--- src/verilog/oss_defines.vh ---
/*
  Constants of the optical sample sequencer: register offsets, field
  positions, reset values, mode and selection codes, timing counts.
  Assumes a 100 MHz system clock and 16-bit register words.
*/
`ifndef OSS_DEFINES_VH
`define OSS_DEFINES_VH

// Register offsets
`define OSS_A_MODE     8'h10
`define OSS_A_FIFOCFG  8'h11
`define OSS_A_FREQ     8'h12
`define OSS_A_SWITCH   8'h14
`define OSS_A_AVG      8'h15
`define OSS_A_CNT_A    8'h31
`define OSS_A_CNT_B    8'h36
`define OSS_A_SLOTCFG  8'h38
`define OSS_A_CLK      8'h4B
`define OSS_A_PIN      8'h4F
`define OSS_A_DA_LO    8'h70
`define OSS_A_DA_HI    8'h71
`define OSS_A_DB_LO    8'h72
`define OSS_A_DB_HI    8'h73
`define OSS_A_STATUS   8'h74

// Field positions
`define OSS_F_MODE     1:0
`define OSS_F_SEL_B    11:8
`define OSS_F_SEL_A    7:4
`define OSS_F_CNT      15:8
`define OSS_F_EXTSYNC  14
`define OSS_F_TRIM     5:0
`define OSS_F_CK_EN    7
`define OSS_F_CK_BYP   8
`define OSS_F_SYNCSEL  3:2
`define OSS_F_INTBUF   1
`define OSS_F_PDBUF    5
`define OSS_F_AVG_A    6:4
`define OSS_F_AVG_B    10:8
`define OSS_F_FIFO_A   0
`define OSS_F_FIFO_B   1

// Reset values
`define OSS_RST_CLK    16'h2612
`define OSS_RST_FREQ   16'h0020
`define OSS_RST_ZERO   16'h0000

// Mode codes
`define OSS_MODE_STBY  2'h0
`define OSS_MODE_PROG  2'h1
`define OSS_MODE_NORM  2'h2

// Diode selection codes
`define OSS_SEL_FLOAT  4'h0
`define OSS_SEL_ALL    4'h1
`define OSS_SEL_UPPER  4'h4
`define OSS_SEL_LOWER  4'h5

// Sync source codes
`define OSS_SYNC_INT   2'h1
`define OSS_SYNC_POWERDOWN_STATUS_PIN  2'h2

// Timing
`define OSS_SYS_HZ     100000000
`define OSS_LCK_HZ     32768
`define OSS_TRIM_MID   12'h020
`define OSS_LCK_DIV    (`OSS_SYS_HZ / `OSS_LCK_HZ)
`define OSS_TICK_NS    (1000000000 / `OSS_LCK_HZ)
`define OSS_T1_US      68
`define OSS_T2_US      20
`define OSS_SLEEP_US   222
`define OSS_T1_TICKS   ((`OSS_T1_US * 1000 + `OSS_TICK_NS - 1) / `OSS_TICK_NS)
`define OSS_T2_TICKS   ((`OSS_T2_US * 1000 + `OSS_TICK_NS - 1) / `OSS_TICK_NS)
`define OSS_SLP_TICKS  ((`OSS_SLEEP_US * 1000 + `OSS_TICK_NS - 1) / `OSS_TICK_NS)

// Data widths
`define OSS_CLIP_MAX   20'hFFFFF

`endif

--- src/verilog/oss_accum.v ---
/*
  Per-slot accumulator: sums 14-bit conversions into a sample clipped to
  20 bits, then sums N samples (N = 2^log2n) into a 27-bit result.
  Assumes done_i comes once per sample after its last conversion.
*/
`timescale 1ns/1ps
`include "oss_defines.vh"
module oss_accum (
  // Clock and reset
  input  wire        clk_sys_i,
  input  wire        rst_i,
  // Sample input
  input  wire        conv_valid_i,
  input  wire [13:0] conv_i,
  input  wire        done_i,
  input  wire [2:0]  log2n_i,
  // Results
  output reg  [26:0] sum_o,
  output reg  [19:0] avg_o,
  output reg         new_o
);

  reg  [19:0] pulse_sum_r;
  reg  [26:0] run_sum_r;
  reg  [7:0]  nsamp_r;
  wire [20:0] pulse_add;
  wire [26:0] total;
  wire [26:0] total_div;
  wire [7:0]  n_last;

  assign pulse_add = {1'b0, pulse_sum_r} + {7'h00, conv_i};
  assign total     = run_sum_r + {7'h00, pulse_sum_r};
  assign total_div = total >> log2n_i;
  assign n_last    = (8'h01 << log2n_i) - 8'h01;

  always @(posedge clk_sys_i) begin
    if (rst_i) begin
      pulse_sum_r <= 20'h00000;
      run_sum_r   <= 27'h0000000;
      nsamp_r     <= 8'h00;
      sum_o       <= 27'h0000000;
      avg_o       <= 20'h00000;
      new_o       <= 1'b0;
    end else begin
      new_o <= 1'b0;
      if (done_i) begin
        pulse_sum_r <= 20'h00000;
        if (nsamp_r >= n_last) begin
          sum_o     <= total;
          avg_o     <= total_div[19:0];
          new_o     <= 1'b1;
          run_sum_r <= 27'h0000000;
          nsamp_r   <= 8'h00;
        end else begin
          run_sum_r <= total;
          nsamp_r   <= nsamp_r + 8'h01;
        end
      end else if (conv_valid_i) begin
        pulse_sum_r <= pulse_add[20] ? `OSS_CLIP_MAX : pulse_add[19:0];
      end
    end
  end

endmodule // oss_accum

--- src/verilog/oss_fifo.v ---
/*
  Synchronous FIFO with flip-flop storage, valid/ready on both sides.
  Assumes one clock and a synchronous active-high reset.
*/
`timescale 1ns/1ps
module oss_fifo #(
  parameter W  = 32,
  parameter D  = 16,
  parameter AW = 4
) (
  // Clock and reset
  input  wire          clk_sys_i,
  input  wire          rst_i,
  // Fill side
  input  wire          in_valid_i,
  input  wire [W-1:0]  in_data_i,
  output wire          in_ready_o,
  // Drain side
  output wire          out_valid_o,
  output wire [W-1:0]  out_data_o,
  input  wire          out_ready_i
);

  reg [W-1:0]  mem_r [0:D-1];
  reg [AW-1:0] wr_ptr_r;
  reg [AW-1:0] rd_ptr_r;
  reg [AW:0]   count_r;
  wire         push;
  wire         pop;

  assign in_ready_o  = (count_r != D[AW:0]);
  assign out_valid_o = (count_r != {(AW+1){1'b0}});
  assign out_data_o  = mem_r[rd_ptr_r];
  assign push        = in_valid_i & in_ready_o;
  assign pop         = out_valid_o & out_ready_i;

  always @(posedge clk_sys_i) begin
    if (push) begin
      mem_r[wr_ptr_r] <= in_data_i;
    end
  end

  always @(posedge clk_sys_i) begin
    if (rst_i) begin
      wr_ptr_r <= {AW{1'b0}};
      rd_ptr_r <= {AW{1'b0}};
      count_r  <= {(AW+1){1'b0}};
    end else begin
      if (push) begin
        wr_ptr_r <= wr_ptr_r + 1'b1;
      end
      if (pop) begin
        rd_ptr_r <= rd_ptr_r + 1'b1;
      end
      if (push & ~pop) begin
        count_r <= count_r + 1'b1;
      end else if (pop & ~push) begin
        count_r <= count_r - 1'b1;
      end
    end
  end

endmodule // oss_fifo

--- src/verilog/oss_sequencer.v ---
/*
  Optical sample sequencer: register file, 32 kHz tick generation,
  external sync and clock, mode handling, two-slot sampling sequence,
  per-slot accumulation and the output FIFO.
  Assumes register accesses and pins are synchronous to clk_sys_i and
  the front end answers each LED pulse with one conversion.
*/
`timescale 1ns/1ps
`include "oss_defines.vh"
module oss_sequencer (
  // Clock and reset
  input  wire        clk_sys_i,
  input  wire        rst_i,
  // Register access
  input  wire        reg_wr_i,
  input  wire        reg_rd_i,
  input  wire [7:0]  reg_addr_i,
  input  wire [15:0] reg_wdata_i,
  output reg  [15:0] reg_rdata_o,
  // Interrupt and power-down status pins
  input  wire        int_pin_i,
  output reg         int_pin_o,
  output reg         int_pin_oe_o,
  input  wire        powerdown_status_pin_i,
  output reg         powerdown_status_pin_o,
  output reg         powerdown_status_pin_oe_o,
  // Front end
  output reg         led_pulse_o,
  output reg         led_slot_o,
  output reg  [1:0]  diode_current_inputs_o,
  input  wire        conv_valid_i,
  input  wire [13:0] conv_data_i,
  // FIFO read side
  output reg         fifo_valid_o,
  output reg  [31:0] fifo_data_o,
  input  wire        fifo_ready_i
);

  localparam ST_IDLE  = 3'h0;
  localparam ST_WAIT  = 3'h1;
  localparam ST_PULSE = 3'h2;
  localparam ST_COMP  = 3'h3;
  localparam ST_SLEEP = 3'h4;

  //////////////////////////////////////////////////////////////////////////
  // Register file
  reg [15:0] mode_r;
  reg [15:0] fifocfg_r;
  reg [15:0] freq_r;
  reg [15:0] switch_r;
  reg [15:0] avg_r;
  reg [15:0] cnt_a_r;
  reg [15:0] cnt_b_r;
  reg [15:0] slotcfg_r;
  reg [15:0] clkcfg_r;
  reg [15:0] pincfg_r;

  wire [26:0] sum_w [0:1];
  wire [19:0] avg_w [0:1];
  wire [1:0]  new_w;
  reg  [2:0]  state_r;
  reg  [15:0] rdata_nxt;

  // Standby changes no register, so contents survive it
  always @(posedge clk_sys_i) begin
    if (rst_i) begin
      mode_r    <= {14'h0000, `OSS_MODE_STBY};
      fifocfg_r <= `OSS_RST_ZERO;
      freq_r    <= `OSS_RST_FREQ;
      switch_r  <= `OSS_RST_ZERO;
      avg_r     <= `OSS_RST_ZERO;
      cnt_a_r   <= `OSS_RST_ZERO;
      cnt_b_r   <= `OSS_RST_ZERO;
      slotcfg_r <= `OSS_RST_ZERO;
      clkcfg_r  <= `OSS_RST_CLK;
      pincfg_r  <= `OSS_RST_ZERO;
    end else if (reg_wr_i) begin
      case (reg_addr_i)
        `OSS_A_MODE:    mode_r    <= reg_wdata_i;
        `OSS_A_FIFOCFG: fifocfg_r <= reg_wdata_i;
        `OSS_A_FREQ:    freq_r    <= reg_wdata_i;
        `OSS_A_SWITCH:  switch_r  <= reg_wdata_i;
        `OSS_A_AVG:     avg_r     <= reg_wdata_i;
        `OSS_A_CNT_A:   cnt_a_r   <= reg_wdata_i;
        `OSS_A_CNT_B:   cnt_b_r   <= reg_wdata_i;
        `OSS_A_SLOTCFG: slotcfg_r <= reg_wdata_i;
        `OSS_A_CLK:     clkcfg_r  <= reg_wdata_i;
        `OSS_A_PIN:     pincfg_r  <= reg_wdata_i;
        default:        mode_r    <= mode_r;
      endcase
    end
  end

  always @* begin
    case (reg_addr_i)
      `OSS_A_MODE:    rdata_nxt = mode_r;
      `OSS_A_FIFOCFG: rdata_nxt = fifocfg_r;
      `OSS_A_FREQ:    rdata_nxt = freq_r;
      `OSS_A_SWITCH:  rdata_nxt = switch_r;
      `OSS_A_AVG:     rdata_nxt = avg_r;
      `OSS_A_CNT_A:   rdata_nxt = cnt_a_r;
      `OSS_A_CNT_B:   rdata_nxt = cnt_b_r;
      `OSS_A_SLOTCFG: rdata_nxt = slotcfg_r;
      `OSS_A_CLK:     rdata_nxt = clkcfg_r;
      `OSS_A_PIN:     rdata_nxt = pincfg_r;
      `OSS_A_DA_LO:   rdata_nxt = sum_w[0][15:0];
      `OSS_A_DA_HI:   rdata_nxt = {5'h00, sum_w[0][26:16]};
      `OSS_A_DB_LO:   rdata_nxt = sum_w[1][15:0];
      `OSS_A_DB_HI:   rdata_nxt = {5'h00, sum_w[1][26:16]};
      `OSS_A_STATUS:  rdata_nxt = {13'h0000, state_r};
      default:        rdata_nxt = 16'h0000;
    endcase
  end

  always @(posedge clk_sys_i) begin
    if (rst_i) begin
      reg_rdata_o <= 16'h0000;
    end else if (reg_rd_i) begin
      reg_rdata_o <= rdata_nxt;
    end
  end

  //////////////////////////////////////////////////////////////////////////
  // Pins: input buffers, sync source, external clock
  wire       int_buf_en  = pincfg_r[`OSS_F_INTBUF];
  wire       pd_buf_en   = pincfg_r[`OSS_F_PDBUF];
  wire       int_in      = int_pin_i & int_buf_en;
  wire       pd_in       = powerdown_status_pin_i & pd_buf_en;
  wire [1:0] sync_sel    = pincfg_r[`OSS_F_SYNCSEL];
  wire       ext_clk_on  = clkcfg_r[`OSS_F_CK_EN] & clkcfg_r[`OSS_F_CK_BYP];
  wire       ext_sync_on = slotcfg_r[`OSS_F_EXTSYNC];
  wire       normal      = (mode_r[`OSS_F_MODE] == `OSS_MODE_NORM);
  reg        sync_in;
  reg        sync_d_r;
  reg        pd_d_r;

  always @* begin
    case (sync_sel)
      `OSS_SYNC_INT:  sync_in = int_in;
      `OSS_SYNC_POWERDOWN_STATUS_PIN: sync_in = pd_in;
      default:        sync_in = 1'b0;
    endcase
  end

  always @(posedge clk_sys_i) begin
    if (rst_i) begin
      sync_d_r                  <= 1'b0;
      pd_d_r                    <= 1'b0;
      int_pin_o                 <= 1'b0;
      int_pin_oe_o              <= 1'b1;
      powerdown_status_pin_o    <= 1'b1;
      powerdown_status_pin_oe_o <= 1'b1;
    end else begin
      sync_d_r                  <= sync_in;
      pd_d_r                    <= pd_in;
      int_pin_o                 <= 1'b0;
      int_pin_oe_o              <= ~int_buf_en;
      powerdown_status_pin_o    <= (mode_r[`OSS_F_MODE] == `OSS_MODE_STBY);
      powerdown_status_pin_oe_o <= ~pd_buf_en;
    end
  end

  wire sync_rise = sync_in & ~sync_d_r;
  wire pd_rise   = pd_in & ~pd_d_r;

  //////////////////////////////////////////////////////////////////////////
  // 32 kHz tick: trimmed divider or external clock edge
  reg  [11:0] div_cnt_r;
  wire [31:0] div_full = `OSS_LCK_DIV + {6'h00, clkcfg_r[`OSS_F_TRIM]}
                         - `OSS_TRIM_MID;
  wire [11:0] div_len = div_full[11:0];
  wire        div_end = (div_cnt_r >= div_len - 12'h001);
  wire        tick    = ext_clk_on ? pd_rise : div_end;

  always @(posedge clk_sys_i) begin
    if (rst_i) begin
      div_cnt_r <= 12'h000;
    end else if (div_end) begin
      div_cnt_r <= 12'h000;
    end else begin
      div_cnt_r <= div_cnt_r + 12'h001;
    end
  end

  //////////////////////////////////////////////////////////////////////////
  // Sample sequencer
  reg        slot_r;
  reg [7:0]  sent_r;
  reg [7:0]  rcvd_r;
  reg [3:0]  wait_r;
  reg [15:0] period_r;
  reg        sync_arm_r;
  reg        sync_go_r;
  reg [1:0]  done_r;
  wire [31:0] t1_full  = `OSS_T1_TICKS;
  wire [31:0] t2_full  = `OSS_T2_TICKS;
  wire [31:0] slp_full = `OSS_SLP_TICKS;
  wire       fifo_in_ready;
  wire [7:0] n_a    = cnt_a_r[`OSS_F_CNT];
  wire [7:0] n_b    = cnt_b_r[`OSS_F_CNT];
  wire       used_a = (n_a != 8'h00);
  wire       used_b = (n_b != 8'h00);
  wire [7:0] n_cur  = slot_r ? n_b : n_a;
  wire       start_ok = ext_sync_on ? (sync_go_r & tick)
                        : (tick & (period_r >= freq_r));

  always @(posedge clk_sys_i) begin
    if (rst_i) begin
      state_r     <= ST_IDLE;
      slot_r      <= 1'b0;
      sent_r      <= 8'h00;
      rcvd_r      <= 8'h00;
      wait_r      <= 4'h0;
      period_r    <= 16'h0000;
      sync_arm_r  <= 1'b0;
      sync_go_r   <= 1'b0;
      done_r      <= 2'b00;
      led_pulse_o <= 1'b0;
    end else begin
      led_pulse_o <= 1'b0;
      done_r      <= 2'b00;
      if (tick && period_r != 16'hFFFF) begin
        period_r <= period_r + 16'h0001;
      end
      // Edge arms, next tick confirms, following tick starts
      if (state_r != ST_WAIT || !ext_sync_on) begin
        sync_arm_r <= 1'b0;
        sync_go_r  <= 1'b0;
      end else if (sync_rise) begin
        sync_arm_r <= 1'b1;
      end else if (tick && sync_arm_r) begin
        sync_arm_r <= 1'b0;
        sync_go_r  <= 1'b1;
      end
      if (!normal) begin
        state_r <= ST_IDLE;
      end else begin
        case (state_r)
          ST_IDLE: begin
            state_r  <= ST_WAIT;
            period_r <= freq_r;
          end
          ST_WAIT: begin
            // A full FIFO holds the next sample back
            if (start_ok && fifo_in_ready && (used_a || used_b)) begin
              state_r   <= ST_PULSE;
              slot_r    <= ~used_a;
              sent_r    <= 8'h00;
              rcvd_r    <= 8'h00;
              period_r  <= 16'h0000;
              sync_go_r <= 1'b0;
            end
          end
          ST_PULSE: begin
            if (tick && sent_r != n_cur) begin
              led_pulse_o <= 1'b1;
              sent_r      <= sent_r + 8'h01;
            end
            if (conv_valid_i) begin
              rcvd_r <= rcvd_r + 8'h01;
            end
            if (rcvd_r == n_cur) begin
              state_r <= ST_COMP;
              wait_r  <= slot_r ? t2_full[3:0] : t1_full[3:0];
            end
          end
          ST_COMP: begin
            if (tick) begin
              if (wait_r == 4'h1) begin
                done_r[slot_r] <= 1'b1;
                if (!slot_r && used_b) begin
                  state_r <= ST_PULSE;
                  slot_r  <= 1'b1;
                  sent_r  <= 8'h00;
                  rcvd_r  <= 8'h00;
                end else begin
                  state_r <= ST_SLEEP;
                  wait_r  <= slp_full[3:0];
                end
              end else begin
                wait_r <= wait_r - 4'h1;
              end
            end
          end
          ST_SLEEP: begin
            if (tick) begin
              if (wait_r == 4'h1) begin
                state_r <= ST_WAIT;
              end else begin
                wait_r <= wait_r - 4'h1;
              end
            end
          end
          default: state_r <= ST_IDLE;
        endcase
      end
    end
  end

  // Diode group per active slot; reserved codes leave all open
  wire [3:0] sel_cur = slot_r ? switch_r[`OSS_F_SEL_B]
                              : switch_r[`OSS_F_SEL_A];
  reg  [1:0] diode_nxt;

  always @* begin
    case (sel_cur)
      `OSS_SEL_ALL:   diode_nxt = 2'b11;
      `OSS_SEL_UPPER: diode_nxt = 2'b10;
      `OSS_SEL_LOWER: diode_nxt = 2'b01;
      default:        diode_nxt = 2'b00;
    endcase
  end

  always @(posedge clk_sys_i) begin
    if (rst_i) begin
      diode_current_inputs_o <= 2'b00;
      led_slot_o             <= 1'b0;
    end else begin
      diode_current_inputs_o <= (state_r == ST_PULSE) ? diode_nxt : 2'b00;
      led_slot_o             <= slot_r;
    end
  end

  //////////////////////////////////////////////////////////////////////////
  // Per-slot accumulation
  wire [2:0] log2n [0:1];
  assign log2n[0] = avg_r[`OSS_F_AVG_A];
  assign log2n[1] = avg_r[`OSS_F_AVG_B];

  genvar g;
  generate
    for (g = 0; g < 2; g = g + 1) begin : g_slot
      oss_accum u_accum (
        .clk_sys_i    (clk_sys_i),
        .rst_i        (rst_i),
        .conv_valid_i (conv_valid_i & (state_r == ST_PULSE)
                       & (slot_r == g)),
        .conv_i       (conv_data_i),
        .done_i       (done_r[g]),
        .log2n_i      (log2n[g]),
        .sum_o        (sum_w[g]),
        .avg_o        (avg_w[g]),
        .new_o        (new_w[g])
      );
    end
  endgenerate

  //////////////////////////////////////////////////////////////////////////
  // FIFO feed and output stage
  wire fifo_a  = fifocfg_r[`OSS_F_FIFO_A];
  wire same_n  = (log2n[0] == log2n[1]);
  wire fifo_b  = fifocfg_r[`OSS_F_FIFO_B] & (same_n | ~fifo_a);
  wire wr_a    = new_w[0] & fifo_a;
  wire wr_b    = new_w[1] & fifo_b;
  wire [31:0] fifo_in = {12'h000, wr_a ? avg_w[0] : avg_w[1]};
  wire        fo_valid;
  wire [31:0] fo_data;
  wire        fo_take = fo_valid & (~fifo_valid_o | fifo_ready_i);

  oss_fifo #(
    .W  (32),
    .D  (16),
    .AW (4)
  ) u_fifo (
    .clk_sys_i   (clk_sys_i),
    .rst_i       (rst_i),
    .in_valid_i  (wr_a | wr_b),
    .in_data_i   (fifo_in),
    .in_ready_o  (fifo_in_ready),
    .out_valid_o (fo_valid),
    .out_data_o  (fo_data),
    .out_ready_i (~fifo_valid_o | fifo_ready_i)
  );

  always @(posedge clk_sys_i) begin
    if (rst_i) begin
      fifo_valid_o <= 1'b0;
      fifo_data_o  <= 32'h00000000;
    end else if (fo_take) begin
      fifo_valid_o <= 1'b1;
      fifo_data_o  <= fo_data;
    end else if (fifo_ready_i) begin
      fifo_valid_o <= 1'b0;
    end
  end

endmodule // oss_sequencer
--- config.mk ---
export PLATFORM = sky130hd
export DESIGN_NAME = oss_sequencer
export DESIGN_NICKNAME = d
export VERILOG_FILES = /design/src/verilog/oss_accum.v /design/src/verilog/oss_fifo.v /design/src/verilog/oss_sequencer.v
export VERILOG_INCLUDE_DIRS = /design/src /design/src/verilog
export SDC_FILE = /design/constraint.sdc
export NUM_CORES = 2
export LEC_CHECK = 0
export BUFFER_PORTS_ARGS = -buffer_cell sky130_fd_sc_hd__buf_2
export CORE_MARGIN = 2
export CORE_UTILIZATION = 41
export DETAILED_ROUTE_END_ITERATION = 7
export GPL_TIMING_DRIVEN = 0
export SYNTH_ARGS = -nofsm -noshare
export SYNTH_HDL_FRONTEND = slang
export SYNTH_SLANG_ARGS = --single-unit
--- constraint.sdc ---
create_clock -name clk_sys_i -period 5.05 [get_ports clk_sys_i]
set_input_delay 1.515 -clock clk_sys_i [delete_from_list [all_inputs] [get_ports clk_sys_i]]
set_output_delay 1.515 -clock clk_sys_i [all_outputs]
set_load 0.02 [all_outputs]
# [Yosys cells after proc, flatten, opt, wreduce, memory -nomap -nowiden]
# Memory sizes are Yosys's and may differ from the RTL's. A register that Yosys moved wholly into a read port is not among the register bits.
# Index checks and enable logic that the tools add are counted.
[totals] wordCells=272 regBits=493 memories=1 output_inout_bits=57 mem_bits_rw=320
[classes] eq_ne=43 shift=4 n_addsub=20 n_lt_le_gt_ge=6 bitwise_logic=37 n_reduce_logical=49 muxes=66
[mem_list] name="u_fifo.mem_r" depth=16 word_bits=20 rd=1 rd_ports_with_merged_regs=1 wr=1 line_no="oss_fifo.v:24" text="reg [W-1:0] mem_r [0:D-1];"
[op_table] cell="$pmux W16 S15" n=1
[op_table] cell="$mux W8" n=9
[op_table] cell="$mux W20" n=3
[op_table] cell="$eq A8 B7 Y1 const B" n=7
[op_table] cell="$add A27 B20 Y27" n=2
[op_table] cell="$mux W27" n=2
[op_table] cell="$shr A27 B3 Y20" n=2
[op_table] cell="$mux W16" n=3
[op_table] cell="$pmux W8 S3" n=2
[op_table] cell="$add A20 B14 Y21" n=2
[op_table] cell="$eq A8 B5 Y1 const B" n=5
[op_table] cell="$add A8 B1 Y8 const B" n=4
[op_table] cell="$pmux W16 S2" n=1
[op_table] cell="$mux W4" n=7
[op_table] cell="$eq A8 B6 Y1 const B" n=3
[op_table] cell="$reduce_and A2 Y1" n=12
[op_table] cell="$mux W1" n=22
[op_table] cell="$mux W3" n=7
[op_table] cell="$reduce_and A7 Y1" n=3
[op_table] cell="$ne A2 B2 Y1 const B" n=10
[op_table] cell="$and A1 B1 Y1" n=17
[op_table] cell="$not A1 Y1" n=17
[op_table] cell="$add A16 B1 Y16 const B" n=1
[op_table] cell="$ge A16 B16 Y1" n=1
[op_table] cell="49 further kinds" n=82

# [Logic depth before layout (Yosys ltp)]
[depth] word_depth=12 depth_mapped=20 mapped_depth_nobuf=15

# [Modules after synthesis]
# From an unflattened synthesis, not the netlist that was laid out.
[unflattened] hier_cells=4200 hier_area_um2=46826.2
[by_module_without_submodules] mod="oss_fifo" seq_area_each_um2=15715.1 cells_per_inst=896 area_per_inst_um2=20058.0 instances=1
[by_module_without_submodules] mod="oss_sequencer" seq_area_each_um2=5485.3 cells_per_inst=1731 area_per_inst_um2=13598.0 instances=1
[by_module_without_submodules] mod="oss_accum at g_slot[1].u_accum" seq_area_each_um2=2062.0 cells_per_inst=789 area_per_inst_um2=6586.3 instances=1
[by_module_without_submodules] mod="oss_accum at g_slot[0].u_accum" seq_area_each_um2=2062.0 cells_per_inst=784 area_per_inst_um2=6583.8 instances=1

# [Least setup slack after synthesis]
# OpenSTA, ideal clock, no wires.
[synth_path] path_type="input -> register" from="input port fifo_ready_i" to="register u_fifo.count_r[4]" stages=13 t_arrival_ps=3919 path_buffers=2 required_ps=4980 setup_slack_ps=1060 setup_time_ps=70 path_cell_list="nand2b_1 -> nor2b_1 -> clkbuf_1 -> inv_1 -> clkbuf_1 -> ha_1 -> inv_1 -> fa_1 -> a21o_1 -> a21oi_1 -> xnor2_1 -> or3_1 -> a21oi_1"
[synth_via] elab_chain_len=5 word_cells_on_any_way=7
[synth_lines] item="from (decl)" line_no="oss_sequencer.v:36" text="input wire fifo_ready_i"
[synth_lines] item="$or A1 B1 Y1 (*)" line_no="oss_sequencer.v:372" text=".out_ready_i (~fifo_valid_o | fifo_ready_i)"
[synth_lines] item="$and A1 B1 Y1 (*)" line_no="oss_fifo.v:35" text="assign pop = out_valid_o & out_ready_i;"
[synth_lines] item="$not A1 Y1" line_no="oss_fifo.v:55" text="if (push & ~pop) begin"
[synth_lines] item="$and A1 B1 Y1" line_no="oss_fifo.v:55"
[synth_lines] item="$mux W5 or $reduce_bool A2 Y1 (tied branches)"
[synth_lines] item="to (signal assigned)" line_no="oss_fifo.v:47" text="count_r <= {(AW+1){1'b0}};"
[synth_lines] item="to (signal assigned)" line_no="oss_fifo.v:56" text="count_r <= count_r + 1'b1;"
[synth_lines] item="to (signal assigned)" line_no="oss_fifo.v:58" text="count_r <= count_r - 1'b1;"
[synth_lines] item="to (decl)" line_no="oss_fifo.v:27" text="reg [AW:0] count_r;"
# Every way passes the cells marked *; elsewhere a longest branch is shown, timed or not.
# A chain may end at the register's enable or synchronous reset.

# [Worst setup path in the final report]
[layout_path] from="register avg_r[4]" to="register g_slot[0].u_accum.avg_o[1]"
[layout_via] elab_chain_len=4 word_cells_on_any_way=5
[layout_lines] item="from (decl)" line_no="oss_sequencer.v:51" text="reg [15:0] avg_r;"
[layout_lines] item="from (signal assigned)" line_no="oss_sequencer.v:71" text="avg_r <= `OSS_RST_ZERO;"
[layout_lines] item="from (signal assigned)" line_no="oss_sequencer.v:83" text="`OSS_A_AVG: avg_r <= reg_wdata_i;"
[layout_lines] item="$shl A1 B3 Y8" line_no="oss_accum.v:34" text="assign n_last = (8'h01 << log2n_i) - 8'h01;"
[layout_lines] item="$sub A8 B1 Y8" line_no="oss_accum.v:34"
[layout_lines] item="$ge A8 B8 Y1" line_no="oss_accum.v:48" text="if (nsamp_r >= n_last) begin"
[layout_lines] item="$reduce_and A2 Y1 (no source line)"
[layout_lines] item="to (signal assigned)" line_no="oss_accum.v:50" text="avg_o <= total_div[19:0];"
[layout_lines] item="to (decl)" line_no="oss_accum.v:19" text="output reg [19:0] avg_o,"
# Parallel ways exist; a longest one is shown, timed or not.

==> flow_summary.yaml <==
power_and_ir_drop:
  peakVddDrop_mv: 0.251
  combPwrFrac_pct: 10.6
  internal-power_mw: 11.0
  p_leak_nw: 14.5
  p_clk_share_pct: 43.6
  swShare_pct: 26.2
  p_per_area_mw_per_mm2: 346
  p_sw_mw: 3.93
  seqPwrFrac_pct: 45.8
clocking:
  htreeDepth: 3
  cts.sinks: 801
  cts.reportedPaths.clkPinSlew_ps: 60
  root_buffer: "clkbuf_16"
  clockBufferDepth: 3
  numCtsBuffers: 87
  clk_latency_ps: 670
  hold_buffers: 0
  cts_tree: "yes"
synthesis:
  synth_cells: 3711
  synth_cell_types: 95
  synth.top_cell.area_share_pct: 25.2
  syn_area_sq_mm: 0.0382
  yosys_warnings: 0
  synth_area_leaders: "dfxtp_1 (25%), edfxtp_1 (25%), mux4_2 (6.4%)"
  ys_ff_latch: 801
  async_flop_share_pct: 0
  synth_ff_type: "dfxtp_1"
  synth_edf_count: 320
  synth_area_leader_cell: "dfxtp_1"
  avgSynthCellArea_sq_um: 10.3
  seq_area_frac_synth_pct: 50.4
floorplanning:
  start_util_pct: 41.5
  ios: 103
  rows: 111
  dieArea_sq_mm: 0.0956
  die_x_microns: 309
  core_area_sq_mm: 0.0919
  fp.dieH_microns: 309
timing:
  finalCriticalPeriod_ps: 4680
  max_freq_mhz: 214
  slew_viol_final: 1
  rsz0062_at_grt: "false"
  setup_viol: 0
  post-route-period-util_pct: 92.6
  layout_setup_ws_ps: 372
  maxSlewHeadroom_pct: -0.764
  finClkSkew_ps: 38.8
  hold_viol_final: 0
  max_slew.worst_pin.slew_ps: 1500
place:
  port_buffers: 70
  gp_congestion: 0.983
  place_hpwl_microns: 86700
  postPlaceCellArea_sq_mm: 0.0404
  place_ws_ps: 34.5
routing:
  post_drt_wl_per_cell_microns: 23.0
  routed_wl_microns: 120000
  routed-via-count: 30100
  drtIter0Drc: 3277
  vias_per_cell: 5.78
  first_pass_iters: 8
  post-route-drc-count: 0
  antenna_left: 0
global_routing:
  antenna_found_initial: 9
  grt_pass1_vias: 28300
  grt_max_degree: 21
  grt_first_pass_wirelength_microns: 180000
  overflow: 0
  grt_usage_pct: 24.9
worst_setup_path:
  cp-start-kind: "register"
  worstPathMaxFanout: 10
  max_stage_delay_ps: 630
  critPathTopFamily: "buffers and inverters"
  cp-end-kind: "register"
  slowest_stage: "dfxtp_1"
  crit_type: "register to register"
  ff2ff_path_depth: 18
  worst_ep_required_time_ps: 5650
  path_buf_inv: 5
  reg2reg_setup_slack_ps: 370
  worstReg2RegEnd: "g_slot[0].u_accum.avg_o[1]"
  crit_path_cell_trace: "buf_1 -> clkbuf_2 -> nand2_1 -> ha_1 -> clkbuf_1 -> nor2_1 -> a21oi_1 -> nor2_1 -> a31oi_1 -> ha_1 -> o21a_1 -> a21oi_1 -> o21ai_0 -> and2_1 -> clkbuf_1 -> clkbuf_1 -> nand3_1 -> a21oi_1"
  reg2reg_from: "avg_r[4]"
  arrival_ps: 5270
run:
  drv_cap: 1
finish:
  final_layout_size_suffix_gt1_share_pct: 11.0
  fillers: 8665
  fin_nets: 4075
  area_delta_synth_final_pct: 13.4
  design_area_sq_mm: 0.0433
hold_path:
  min_to: "fifo_data_o[2]"
  min_path_cells: 2
  hold_path_startpoint: "fifo_data_o[2]"
  hold_class: "register to register"
run_status:
  status: "finished, violations left"
  failed_checks: "capacitance limit, slew limit"
[worst min-delay path: cells and delay by family (launching register included)]
kind               cells  cell delay [ps]
DFF                    1              310
and+or+nand+nor        1               50
AOI/OAI and AO/OA      1               50
[power by group through the flow]
stage	Sequential, mW	Clock, mW	Combinational, mW
detailed placement	6.99	0	1.61
global route	6.87	6.85	1.71
floorplan	7.07	0	0.937
finish	6.86	6.53	1.59
CTS	6.86	6.59	1.61
global placement	6.99	0	1.59
[metal layers]
layer / global-route usage, % / share of wire (%) / wire length (microns) / vias up
li1: - / - / - / 14000
met1: 34.3 / 43 / 51000 / 14500
met2: 38.1 / 44 / 52500 / 1340
met3: 4.83 / 9.3 / 11200 / 276
met4: 10.9 / 4.4 / 5310 / 4
met5: 0 / 0.021 / 25 / -
[sequential cells by signal, summed over array words and instances, names as in the netlist, 5 cells and up]
| register | count |
|---|---|
| g_slot.u_accum.avg_o | 40 |
| g_slot.u_accum.run_sum_r | 54 |
| freq_r | 16 |
| fifocfg_r | 16 |
| reg_rdata_o | 16 |
| cnt_a_r | 16 |
| mode_r | 16 |
| sent_r | 8 |
| pincfg_r | 16 |
| div_cnt_r | 12 |
| g_slot.u_accum.nsamp_r | 16 |
| rcvd_r | 8 |
| g_slot.u_accum.pulse_sum_r | 40 |
| period_r | 16 |
| g_slot.u_accum.sum_o | 54 |
| u_fifo.count_r | 5 |
| cnt_b_r | 16 |
| fifo_data_o | 20 |
| slotcfg_r | 16 |
| switch_r | 16 |
| clkcfg_r | 16 |
| avg_r | 16 |
| u_fifo.mem_r | 320 |
[placed cells by master, fill, tap and decap left out, types with 88 or more instances in the layout]
master       n
nand3_1     95
clkbuf_1   205
clkbuf_16   88
ha_1       133
nand2_1    554
dfxtp_1    481
mux4_2     108
edfxtp_1   320
o21ai_0    133
a21oi_1    373
nor2_1     251
[how the worst max path moves through the flow]
stage | end | cells after the start | slack [ps] | start
CTS | g_slot[0].u_accum.run_sum_r[19] | 15 | 20 | avg_r[4]
floorplan | u_fifo.count_r[4] | 13 | 1060 | fifo_ready_i
finish | g_slot[0].u_accum.avg_o[1] | 18 | 370 | avg_r[4]
detailed placement | g_slot[0].u_accum.run_sum_r[17] | 16 | 30 | avg_r[6]
global placement | u_fifo.mem_r[3][5] | 7 | -1040 | avg_r[9]
global route | g_slot[0].u_accum.avg_o[1] | 18 | 30 | avg_r[4]
[layout make-up]
class | count | area (sq um) | share of cell area, %
multi-input combinational | 2596 | 17800 | 41.2
timing repair buffer | 80 | 460 | 1.06
clock buffer | 121 | 2440 | 5.63
clock inverter | 37 | 470 | 1.09
sequential | 801 | 19200 | 44.4
buffer | 239 | 975 | 2.25
tap | 1243 | 1560 | 3.59
antenna | 6 | 15.0 | 0.0347
inverter | 86 | 323 | 0.746
[per-stage QoR]
| step | utilization (%) | setup TNS [ps] | std cells | power, mW | hold slack [ps] |
|---|---|---|---|---|---|
| 6_report | 47.1 | 0 | 5209 | 15.0 | 451 |
| 5_1_grt | 47.1 | 0 | 5203 | 15.4 | 467 |
| 4_1_cts | 47.1 | 0 | 5205 | 15.1 | 454 |
| 3_5_place_dp | 43.9 | 0 | 5047 | 8.60 | 446 |
| 3_3_place_gp | 43.6 | -70500 | 5037 | 8.58 | 440 |
| 2_1_floorplan | - | 0 | 3724 | 8.01 | 385 |
[cell usage after synthesis, types with 19 or more instances]
cell / count
nor3_1: 59
a221oi_1: 25
mux2i_1: 76
nor4_1: 24
a21oi_1: 373
a222oi_1: 23
o211ai_1: 23
buf_1: 26
a22oi_1: 45
inv_1: 82
and3_1: 35
nor2_1: 263
a21o_1: 36
a31oi_1: 37
nand4_1: 26
mux4_2: 108
o21ai_0: 133
nand3_1: 95
xnor2_1: 58
and2_1: 19
clkbuf_1: 187
a22o_1: 49
a211oi_1: 41
edfxtp_1: 320
dfxtp_1: 481
xor2_1: 82
nand2b_1: 23
nand2_1: 554
ha_1: 133
mux2_2: 35
[cells by family (layout without fill, tap and decap cells)]
group                    after synthesis  count (layout)  share of synthesized area [%]
buffers and inverters                327             563                           3.41
XOR/XNOR                             140             140                           3.21
AO/OA/AOI/OAI                        906             906                           15.3
other                                  2              21                         0.0197
adder cells (fa/ha/maj)              138             138                           4.62
flip-flops                           801             801                           50.4
AND/OR/NAND/NOR                     1178            1178                           13.7
multiplexers                         219             219                           9.40
[what timing repair did]
item | CTS | global route
setup buffers | 0 | 0
resized for setup | 0 | 6
setup endpoints to repair | 0 | 68
Note: power is estimated with default switching activity, not from simulation.
